## src/shared/ccpll_pkg.sv

```systemverilog
// package: constants and types of the clock source and pll control block
package ccpll_pkg;
  // ---------------------------------------------------------------
  // register map
  // ---------------------------------------------------------------
  localparam logic [11:0] OFF_PLL_CS = 12'h000;
  localparam logic [11:0] OFF_TRIM = 12'h004;
  localparam logic [11:0] OFF_STAT = 12'h008;
  localparam int CS_LOCK = 0;
  localparam int CS_PLL_ENABLE_BIT = 1;
  localparam int CS_LSM = 2;
  localparam int CS_TPCK = 3;
  localparam int CS_TDIV = 4;
  localparam int SB_SRC = 0;
  localparam int SB_FRSV = 3;
  localparam int SB_SRSV = 4;
  localparam int SB_COMPAT = 5;
  localparam int SB_PLLON = 6;
  localparam int SB_RUN = 7;
  localparam int SB_CLOCK_SOURCE_FUSES = 8;
  localparam logic [7:0] TRIM_RST = 8'h80;
  localparam logic [7:0] TRIM_NOM = 8'h80;
  // ---------------------------------------------------------------
  // fuse codes
  // ---------------------------------------------------------------
  localparam logic [3:0] CK_EXT = 4'h0;
  localparam logic [3:0] CK_PLL = 4'h1;
  localparam logic [3:0] CK_RC = 4'h2;
  localparam logic [3:0] CK_COMPAT = 4'h3;
  localparam logic [3:0] CK_LP = 4'h4;
  localparam logic [3:0] CK_LFX = 4'h6;
  localparam int CK_XTAL_BIT = 3;
  localparam logic [1:0] SUT_NONE = 2'h0;
  localparam logic [1:0] SUT_SHORT = 2'h1;
  localparam logic [1:0] SUT_LONG = 2'h2;
  localparam logic [1:0] SUT_RSV = 2'h3;
  localparam logic [3:0] PLL_MUL_NORM = 4'h8;
  localparam logic [3:0] PLL_MUL_COMPAT = 4'h4;
  // ---------------------------------------------------------------
  // timing
  // ---------------------------------------------------------------
  localparam int CLK_MHZ = 25;
  localparam int CNT_W = 14;
  localparam int WAKE_CK = 6;
  localparam int RESET_CK = 14;
  localparam int WDT_SHORT_CYC = 512;
  localparam int WDT_LONG_CYC = 8192;
  localparam int PLL_LOCK_NS = 1000;
  localparam int PLL_LOCK_CYC = (PLL_LOCK_NS * CLK_MHZ + 999) / 1000;
  typedef enum logic [2:0] {SRC_EXT, SRC_PLL, SRC_RC, SRC_LP, SRC_LFX, SRC_XTAL, SRC_RSV} ccpll_src_t;
endpackage

```

## src/shared/ccpll_fuse_if.sv

```systemverilog
// interface: captured fuse values and their decoded meaning
`timescale 1ns/1ps
`default_nettype none
interface ccpll_fuse_if import ccpll_pkg::*; ();
  logic [3:0] clock_source_fuses;
  logic [1:0] startup_time_fuses;
  ccpll_src_t src;
  logic rsv;
  logic sut_rsv;
  logic compat;
  logic pll_force;
  logic div4;
  modport dec (input clock_source_fuses, startup_time_fuses, output src, rsv, sut_rsv, compat, pll_force, div4);
  modport ctl (output clock_source_fuses, startup_time_fuses, input src, rsv, sut_rsv, compat, pll_force, div4);
endinterface
`default_nettype wire

```

## src/logic/ccpll_ctrl.sv

```systemverilog
// top: clock source selection, pll control, start-up sequencing, apb registers
//
// Decided for this implementation: the register addresses and the APB interface to the registers.
`timescale 1ns/1ps
`default_nettype none
module ccpll_ctrl import ccpll_pkg::*; #(
  parameter int WDT_LONG = WDT_LONG_CYC
) (
  input wire logic clk_i,
  input wire logic rst_n_i,
  input wire logic psel_i,
  input wire logic penable_i,
  input wire logic pwrite_i,
  input wire logic [11:0] paddr_i,
  input wire logic [31:0] pwdata_i,
  output logic [31:0] prdata_o,
  output logic pready_o,
  output logic pslverr_o,
  input wire logic [3:0] clock_source_fuses_i,
  input wire logic [1:0] startup_time_fuses_i,
  input wire logic sleep_i,
  input wire logic wake_i,
  input wire logic wdt_osc_i,
  output logic rc_osc_enable_o,
  output logic rc_reduced_o,
  output logic [7:0] rc_trim_o,
  output logic pll_enable_o,
  output logic pll_half_src_o,
  output logic [3:0] pll_mult_o,
  output logic pll_lock_flag_o,
  output logic [2:0] sys_src_o,
  output logic sys_div4_o,
  output logic fuse_reserved_o,
  output logic cpu_run_o,
  output logic timer_pck_sel_o,
  output logic timer_pck_div_o
);
  // ---------------------------------------------------------------
  // state
  // ---------------------------------------------------------------
  typedef enum logic [2:0] {ST_BOOT, ST_RST_CK, ST_RST_WDT, ST_RUN, ST_SLEEP, ST_WAKE} ccpll_st_t;

  typedef struct packed {
    ccpll_st_t st;
    logic [CNT_W-1:0] cnt;
    logic wdt_prev;
    logic [3:0] clock_source_fuses;
    logic [1:0] startup_time_fuses;
    logic pll_en_bit;
    logic low_speed_select;
    logic tpck;
    logic tdiv;
    logic lock;
    logic [7:0] lock_cnt;
    logic [7:0] trim;
    logic pready;
    logic pslverr;
    logic [31:0] prdata;
    logic rc_on;
    logic rc_red;
    logic pll_on;
    logic half;
    logic [3:0] mult;
    ccpll_src_t src;
    logic div4;
    logic rsv;
    logic run;
  } ccpll_state_t;

  ccpll_state_t s_q;
  ccpll_state_t s_d;
  ccpll_fuse_if f ();
  logic wdt_lvl;

  ccpll_sync3 u_wdt_sync (
    .clk_i(clk_i),
    .rst_n_i(rst_n_i),
    .d_i(wdt_osc_i),
    .q_o(wdt_lvl)
  );

  ccpll_fuse_dec u_dec (
    .f(f)
  );

  assign f.clock_source_fuses = s_q.clock_source_fuses;
  assign f.startup_time_fuses = s_q.startup_time_fuses;

  // ---------------------------------------------------------------
  // helpers
  // ---------------------------------------------------------------
  function automatic logic reg_hit(input logic [11:0] a);
    return (a == OFF_PLL_CS) || (a == OFF_TRIM) || (a == OFF_STAT);
  endfunction

  function automatic logic [CNT_W-1:0] wdt_last(input logic [1:0] startup_time_fuses);
    if (startup_time_fuses == SUT_SHORT) begin
      return CNT_W'(WDT_SHORT_CYC - 1);
    end
    return CNT_W'(WDT_LONG - 1);
  endfunction

  logic setup;
  logic wr_acc;
  logic cfg;
  logic wdt_edge;
  logic lsm_block;
  logic [31:0] rdata;

  assign setup = psel_i && !penable_i;
  assign wr_acc = psel_i && penable_i && s_q.pready && pwrite_i;
  assign cfg = (s_q.st != ST_BOOT);
  assign wdt_edge = wdt_lvl && !s_q.wdt_prev;
  assign lsm_block = (f.src == SRC_PLL) || f.compat;

  always_comb begin
    rdata = '0;
    unique case (paddr_i)
      OFF_PLL_CS: begin
        rdata[CS_LOCK] = s_q.lock;
        rdata[CS_PLL_ENABLE_BIT] = s_q.pll_en_bit;
        rdata[CS_LSM] = s_q.low_speed_select;
        rdata[CS_TPCK] = s_q.tpck;
        rdata[CS_TDIV] = s_q.tdiv;
      end
      OFF_TRIM: begin
        rdata[7:0] = s_q.trim;
      end
      OFF_STAT: begin
        rdata[SB_SRC +: 3] = s_q.src;
        rdata[SB_FRSV] = s_q.rsv;
        rdata[SB_SRSV] = f.sut_rsv;
        rdata[SB_COMPAT] = s_q.rc_red;
        rdata[SB_PLLON] = s_q.pll_on;
        rdata[SB_RUN] = s_q.run;
        rdata[SB_CLOCK_SOURCE_FUSES +: 4] = s_q.clock_source_fuses;
      end
      default: begin
        rdata = '0;
      end
    endcase
  end

  // ---------------------------------------------------------------
  // next state
  // ---------------------------------------------------------------
  always_comb begin
    s_d = s_q;
    s_d.wdt_prev = wdt_lvl;
    unique case (s_q.st)
      ST_BOOT: begin
        // fuses caught once, after reset release
        s_d.clock_source_fuses = clock_source_fuses_i;
        s_d.startup_time_fuses = startup_time_fuses_i;
        s_d.cnt = '0;
        s_d.st = ST_RST_CK;
      end
      ST_RST_CK: begin
        if (s_q.cnt == CNT_W'(RESET_CK - 1)) begin
          s_d.cnt = '0;
          s_d.st = (s_q.startup_time_fuses == SUT_NONE) ? ST_RUN : ST_RST_WDT;
        end else begin
          s_d.cnt = s_q.cnt + CNT_W'(1);
        end
      end
      ST_RST_WDT: begin
        if (wdt_edge) begin
          if (s_q.cnt == wdt_last(s_q.startup_time_fuses)) begin
            s_d.cnt = '0;
            s_d.st = ST_RUN;
          end else begin
            s_d.cnt = s_q.cnt + CNT_W'(1);
          end
        end
      end
      ST_RUN: begin
        if (sleep_i) begin
          s_d.st = ST_SLEEP;
        end
      end
      ST_SLEEP: begin
        if (wake_i) begin
          s_d.cnt = '0;
          s_d.st = ST_WAKE;
        end
      end
      ST_WAKE: begin
        if (s_q.cnt == CNT_W'(WAKE_CK - 1)) begin
          s_d.cnt = '0;
          s_d.st = ST_RUN;
        end else begin
          s_d.cnt = s_q.cnt + CNT_W'(1);
        end
      end
    endcase

    // lock detect; a trim above nominal saturates the pll out of lock
    if (!s_q.pll_on || (s_q.trim > TRIM_NOM)) begin
      s_d.lock = 1'b0;
      s_d.lock_cnt = '0;
    end else if (s_q.lock_cnt == 8'(PLL_LOCK_CYC - 1)) begin
      s_d.lock = 1'b1;
    end else begin
      s_d.lock_cnt = s_q.lock_cnt + 8'h01;
    end

    // apb slave, answer in the first access cycle
    s_d.pready = setup;
    s_d.pslverr = setup && !reg_hit(paddr_i);
    s_d.prdata = (setup && !pwrite_i) ? rdata : '0;
    if (wr_acc && (paddr_i == OFF_PLL_CS)) begin
      s_d.pll_en_bit = pwdata_i[CS_PLL_ENABLE_BIT];
      s_d.low_speed_select = pwdata_i[CS_LSM] && !lsm_block;
      s_d.tpck = pwdata_i[CS_TPCK];
      s_d.tdiv = pwdata_i[CS_TDIV];
    end
    if (wr_acc && (paddr_i == OFF_TRIM)) begin
      s_d.trim = pwdata_i[7:0];
    end

    // clock tree controls
    s_d.rc_on = (s_q.st != ST_SLEEP);
    s_d.pll_on = (s_q.pll_en_bit || (cfg && f.pll_force)) && (s_q.st != ST_SLEEP);
    s_d.rc_red = cfg && f.compat;
    s_d.half = s_q.low_speed_select && !f.compat;
    s_d.mult = (cfg && f.compat) ? PLL_MUL_COMPAT : PLL_MUL_NORM;
    s_d.src = cfg ? f.src : SRC_EXT;
    s_d.div4 = cfg && f.div4;
    s_d.rsv = cfg && f.rsv;
    s_d.run = (s_q.st == ST_RUN);
  end

  always_ff @(posedge clk_i or negedge rst_n_i) begin
    if (!rst_n_i) begin
      s_q <= '0;
      s_q.trim <= TRIM_RST;
      s_q.rc_on <= 1'b1;
      s_q.mult <= PLL_MUL_NORM;
    end else begin
      s_q <= s_d;
    end
  end

  // ---------------------------------------------------------------
  // outputs
  // ---------------------------------------------------------------
  assign prdata_o = s_q.prdata;
  assign pready_o = s_q.pready;
  assign pslverr_o = s_q.pslverr;
  assign rc_osc_enable_o = s_q.rc_on;
  assign rc_reduced_o = s_q.rc_red;
  assign rc_trim_o = s_q.trim;
  assign pll_enable_o = s_q.pll_on;
  assign pll_half_src_o = s_q.half;
  assign pll_mult_o = s_q.mult;
  assign pll_lock_flag_o = s_q.lock;
  assign sys_src_o = s_q.src;
  assign sys_div4_o = s_q.div4;
  assign fuse_reserved_o = s_q.rsv;
  assign cpu_run_o = s_q.run;
  assign timer_pck_sel_o = s_q.tpck;
  assign timer_pck_div_o = s_q.tdiv;
endmodule // ccpll_ctrl
`default_nettype wire

```

## src/logic/ccpll_fuse_dec.sv

```systemverilog
// fuse decoder: clock source, compatibility mode and reserved codes
`timescale 1ns/1ps
`default_nettype none
module ccpll_fuse_dec import ccpll_pkg::*; (
  ccpll_fuse_if.dec f
);
  // cells read 1 when unprogrammed, so the stored pattern is the code
  function automatic ccpll_src_t src_of(input logic [3:0] c);
    if (c[CK_XTAL_BIT]) begin
      return SRC_XTAL;
    end
    unique case (c)
      CK_EXT: return SRC_EXT;
      CK_PLL: return SRC_PLL;
      CK_RC, CK_COMPAT: return SRC_RC;
      CK_LP: return SRC_LP;
      CK_LFX: return SRC_LFX;
      default: return SRC_RSV;
    endcase
  endfunction

  always_comb begin
    f.src = src_of(f.clock_source_fuses);
    f.rsv = (src_of(f.clock_source_fuses) == SRC_RSV);
    f.compat = (f.clock_source_fuses == CK_COMPAT);
    f.pll_force = (f.clock_source_fuses == CK_PLL) || (f.clock_source_fuses == CK_COMPAT);
    f.div4 = f.pll_force;
    f.sut_rsv = (f.startup_time_fuses == SUT_RSV);
  end
endmodule // ccpll_fuse_dec
`default_nettype wire

```

## src/logic/ccpll_sync3.sv

```systemverilog
// three-stage synchroniser, output moves when the last two stages agree
`timescale 1ns/1ps
`default_nettype none
module ccpll_sync3 (
  input wire logic clk_i,
  input wire logic rst_n_i,
  input wire logic d_i,
  output logic q_o
);
  typedef struct packed {
    logic [2:0] sh;
    logic q;
  } ccpll_sync_t;
  ccpll_sync_t s_q;
  ccpll_sync_t s_d;

  always_comb begin
    s_d = s_q;
    s_d.sh = {s_q.sh[1:0], d_i};
    if (s_q.sh[1] == s_q.sh[2]) begin
      s_d.q = s_q.sh[2];
    end
  end

  always_ff @(posedge clk_i or negedge rst_n_i) begin
    if (!rst_n_i) begin
      s_q <= '0;
    end else begin
      s_q <= s_d;
    end
  end

  assign q_o = s_q.q;
endmodule // ccpll_sync3
`default_nettype wire

```

## config.mk

```make
export PLATFORM = sky130hd
export DESIGN_NAME = ccpll_ctrl
export DESIGN_NICKNAME = d
export VERILOG_FILES = /design/src/shared/ccpll_pkg.sv /design/src/shared/ccpll_fuse_if.sv /design/src/logic/ccpll_ctrl.sv /design/src/logic/ccpll_fuse_dec.sv /design/src/logic/ccpll_sync3.sv
export SDC_FILE = /design/constraint.sdc
export NUM_CORES = 1
export LEC_CHECK = 0
export BUFFER_PORTS_ARGS = -buffer_cell sky130_fd_sc_hd__buf_2
export CORE_MARGIN = 5
export CORE_UTILIZATION = 40
export CTS_CLUSTER_SIZE = 20
export DETAILED_ROUTE_END_ITERATION = 7
export GPL_ROUTABILITY_DRIVEN = 0
export GPL_TIMING_DRIVEN = 0
export HOLD_SLACK_MARGIN = 0.06
export PLACE_DENSITY = 0.65
export SLEW_MARGIN = 20
export SYNTH_ARGS = -nofsm -noshare
export SYNTH_HDL_FRONTEND = slang
export SYNTH_SLANG_ARGS = --single-unit
export TNS_END_PERCENT = 50
```

## constraint.sdc

```tcl
create_clock -name clk_i -period 3.3 [get_ports clk_i]
set_clock_uncertainty 0.2 [all_clocks]
set_input_delay 0.495 -clock clk_i [delete_from_list [all_inputs] [get_ports clk_i]]
set_output_delay 0.495 -clock clk_i [all_outputs]
set_load 0.03 [all_outputs]
```

==> run summary <==
From synthesis to final layout, the design area changed by 22.3%. The clock sink count came out at 74. The height of the die came out at 106 µm. The placeable core region came out at 9150 µm². The aggregate global-route resource usage is 14.3%. The global routing met1 resource utilization came out at 19.3%. For this run, the register share of the synthesized area comes to 50.1%.

The number of unique standard cell types used by synthesis is 54. The die covers 11300 µm². The mapped cell area came out at 3700 µm². The floorplan row count is 35.

At the pin with the least slew margin, the transition time is 0.739 ns. For met2 alone, demand over resource in global routing was 22.4%. The clock latency reported for the late side of the worst-skew pair is 0.34 ns.

In this run the clock root is driven by a sky130_fd_sc_hd__clkbuf_8. The most heavily used metal layer in global routing is met2. The register cell area after layout is 1860 µm². The overall power of the completed layout is 2.91 mW. STA classifies the critical path startpoint as a register. The post-CTS clock slew at the launch and capture registers of the worst setup and hold paths came out at 0.08 ns.

The largest net degree at the start of global routing came out at 42. Of all nets on the critical path, the largest fanout is 8. The final antenna diode count came out at 0.

The run finished with clean final reports. The worst setup path is captured at a register. The number of endpoints with negative hold slack in the final report came out at 0. The horizontal extent of the die is 106 µm. The sum of routed wire length over all layers came out at 7.85 mm. For the worst setup path, the data arrival time is 2.37 ns. The end point of the critical path is s_q[83]. The area share of the largest cell type after synthesis is 48.0%. Yosys attributes the largest share of cell area to sky130_fd_sc_hd__dfrtp_1, sky130_fd_sc_hd__buf_4, sky130_fd_sc_hd__mux2_2. The most repeated cell in the gate-level netlist after synthesis is sky130_fd_sc_hd__dfrtp_1. The setup TNS came out at 0 ns. The initial core utilization is 40.5%. In this run, the number of DRC markers left after iteration 0 of detailed routing was 129.

The clock tree buffer depth is 2. Setup repair after global routing left no endpoint under its margin. In the final routed layout, each cell accounts on average for 13.6 µm. The cts-stage hold buffer count is 2. The average via count per standard cell came out at 4.78. After global routing the overflow that remains totals 0. The share of the cycle needed by the critical path after routing is 71.8%. The share of async-settable or async-resettable flops after synthesis is 100%. The boundary pin count is 117. The fill cell total of the finished layout came out at 842. Sorting the synthesized cells by how often they occur yields sky130_fd_sc_hd__dfrtp_1, sky130_fd_sc_hd__buf_4, sky130_fd_sc_hd__nor2_1.

The critical path starts at s_q[76]. TritonCTS built the clock tree. The cell count of the worst reg-to-reg path came out at 6. The required time of the critical path came out at 3.30 ns.

Synthesis inferred 74 register bits. Input and output buffers added on the ports amount to 69. The critical path is of the register to register type.

The fraction of layout cells with a size suffix above 1 is 34.4%. The synthesized area per cell is 10.3 µm². The DRC violations left is 0. The worst vdd rail ir drop came out at 0.339 mV.

The detailed-routing iteration count for the pre-antenna-repair pass is 4. The internal reg-to-reg setup slack is 0.93 ns. The number of antenna violations at the first check in global routing was 0.

The number of setup violations in the final report came out at 0. Among all flip-flop cells after synthesis, the most frequent one is sky130_fd_sc_hd__dfrtp_1. Derived from the worst setup path, the maximum achievable clock frequency is 0.422 GHz. The number of instances in the synthesized netlist came out at 359. The tightest hold path in the finished design has a slack of 0.165 ns. The number of clock buffers added by TritonCTS is 9. The number of nets in the layout came out at 525. The min-delay analysis places its worst path in the category register to register. The H-tree generated during clock tree synthesis spans 3 levels.

The count of yosys warnings during synthesis is 0. The max-slew violation total from the final report was 0. The power per cell area is 642 nW/µm². The detailed-placement wirelength estimate came out at 5.92 mm.

The post-CTS setup buffer count is 0. The beginning of the worst hold path is u_wdt_sync.s_d[2]. The library cell with the largest summed area after synthesis is sky130_fd_sc_hd__dfrtp_1.

The post-layout minimum cycle time came out at 2.37 ns. The number of nets still failing antenna checks after routing came out at 0. The leakage power of the design came out at 2.26 nW. The via count of the first global-routing pass was 2713. The normalized max-slew margin came out at 50.0%. The max-capacitance violation count is 0. The first global-routing pass estimated 13.1 mm of wire. The number of gates resized after cts is 0. The worst register-to-register path begins at s_q[76]. For this run, the share of the core covered by cells in the final layout is 49.5%.

The multi-input logic area is 1490 µm². For met3 alone, demand over resource in global routing was 4.68%. The number of enable-type register cells in the synthesized netlist came out at 0. The terminus of the critical flop-to-flop path is s_q[83].

The routed layout has 2767 vias.
==> power by group <==
part	switching, mW	total [mW]	internal [mW]
logic	0.567	0.931	0.364
registers	0.154	1.21	1.05
clock network	0.319	0.768	0.449
==> critical path, stage by stage (launching register included) <==
cell and delay [ns]:
sky130_fd_sc_hd__dfrtp_1 0.44, sky130_fd_sc_hd__ha_1 0.23, sky130_fd_sc_hd__nand3_1 0.11, sky130_fd_sc_hd__nor3_1 0.38, sky130_fd_sc_hd__a31oi_2 0.29, sky130_fd_sc_hd__o21ai_2 0.38
sky130_fd_sc_hd__o311ai_0 0.20
==> flip-flops by register name, indices dropped and copies added (netlist names) <==
name	cells
f.startup_time_fuses	2
prdata_o	12
u_wdt_sync.s_q	1
timer_pck_div_o	1
pll_half_src_o	1
s_q	28
rc_osc_enable_o	1
pll_enable_o	1
u_wdt_sync.q_o	1
pready_o	1
u_wdt_sync.s_d	2
f.clock_source_fuses	4
pll_mult_o	2
sys_src_o	3
sys_div4_o	1
rc_trim_o	8
cpu_run_o	1
fuse_reserved_o	1
pslverr_o	1
pll_lock_flag_o	1
timer_pck_sel_o	1
==> cell usage in the layout, fill, tap and decap left out, types with 8 or more instances in the layout <==
cell                        n
sky130_fd_sc_hd__buf_2     71
sky130_fd_sc_hd__dfrtp_1   71
sky130_fd_sc_hd__buf_4     48
sky130_fd_sc_hd__nor2_1    33
sky130_fd_sc_hd__nand2_1   25
sky130_fd_sc_hd__conb_1    22
sky130_fd_sc_hd__mux2_2    16
sky130_fd_sc_hd__o21ai_0   14
sky130_fd_sc_hd__nand3_1   12
sky130_fd_sc_hd__nor3_1    11
sky130_fd_sc_hd__clkbuf_8  10
sky130_fd_sc_hd__inv_1      9
sky130_fd_sc_hd__clkbuf_1   9
sky130_fd_sc_hd__a21oi_1    9
sky130_fd_sc_hd__nand2b_1   8
==> logic make-up after synthesis <==
logic type / count (synthesis) / synth area share [%]
compound gates: 49 / 8.85
xor+xnor: 11 / 2.60
fa+ha+maj: 5 / 1.62
buf+inv: 67 / 11.9
flops: 74 / 50.1
mux: 22 / 6.48
other cells: 1 / 0.101
simple gates: 130 / 18.4
==> how the worst min path moves through the flow <==
stage / end / slack (ns) / cells after the start
floorplan: cpu_run_o / -0.0006 / 0
global placement: u_wdt_sync.s_d[3] / 0.14 / 0
detailed placement: u_wdt_sync.s_d[3] / 0.15 / 0
CTS: f.clock_source_fuses[3] / 0.15 / 3
global route: f.clock_source_fuses[3] / 0.16 / 3
finish: u_wdt_sync.s_d[3] / 0.17 / 0
==> layer usage <==
metal | up-vias | share of wire (%)
li1 | 1380 | -
met1 | 1312 | 44
met2 | 71 | 49
met3 | 4 | 6.6
met4 | 0 | 0.61
met5 | - | 0
==> metrics by stage <==
step,instance area [µm²],setup slack [ns],std cells
finish,4530,0.929,579
CTS,4530,0.927,579
global route,4530,0.757,579
detailed placement,4290,0.822,561
global placement,4270,0.853,560
floorplan,3780,1.17,380
==> layout make-up <==
cell class / count / area share, %
inverter: 9 / 0.746
buffer: 58 / 8.95
timing repair buffer: 72 / 8.56
clock buffer: 12 / 3.20
multi-input combinational: 239 / 32.9
tap: 111 / 3.07
sequential: 74 / 41.0
clock inverter: 4 / 1.63
Power figures use the tool's default switching activity.
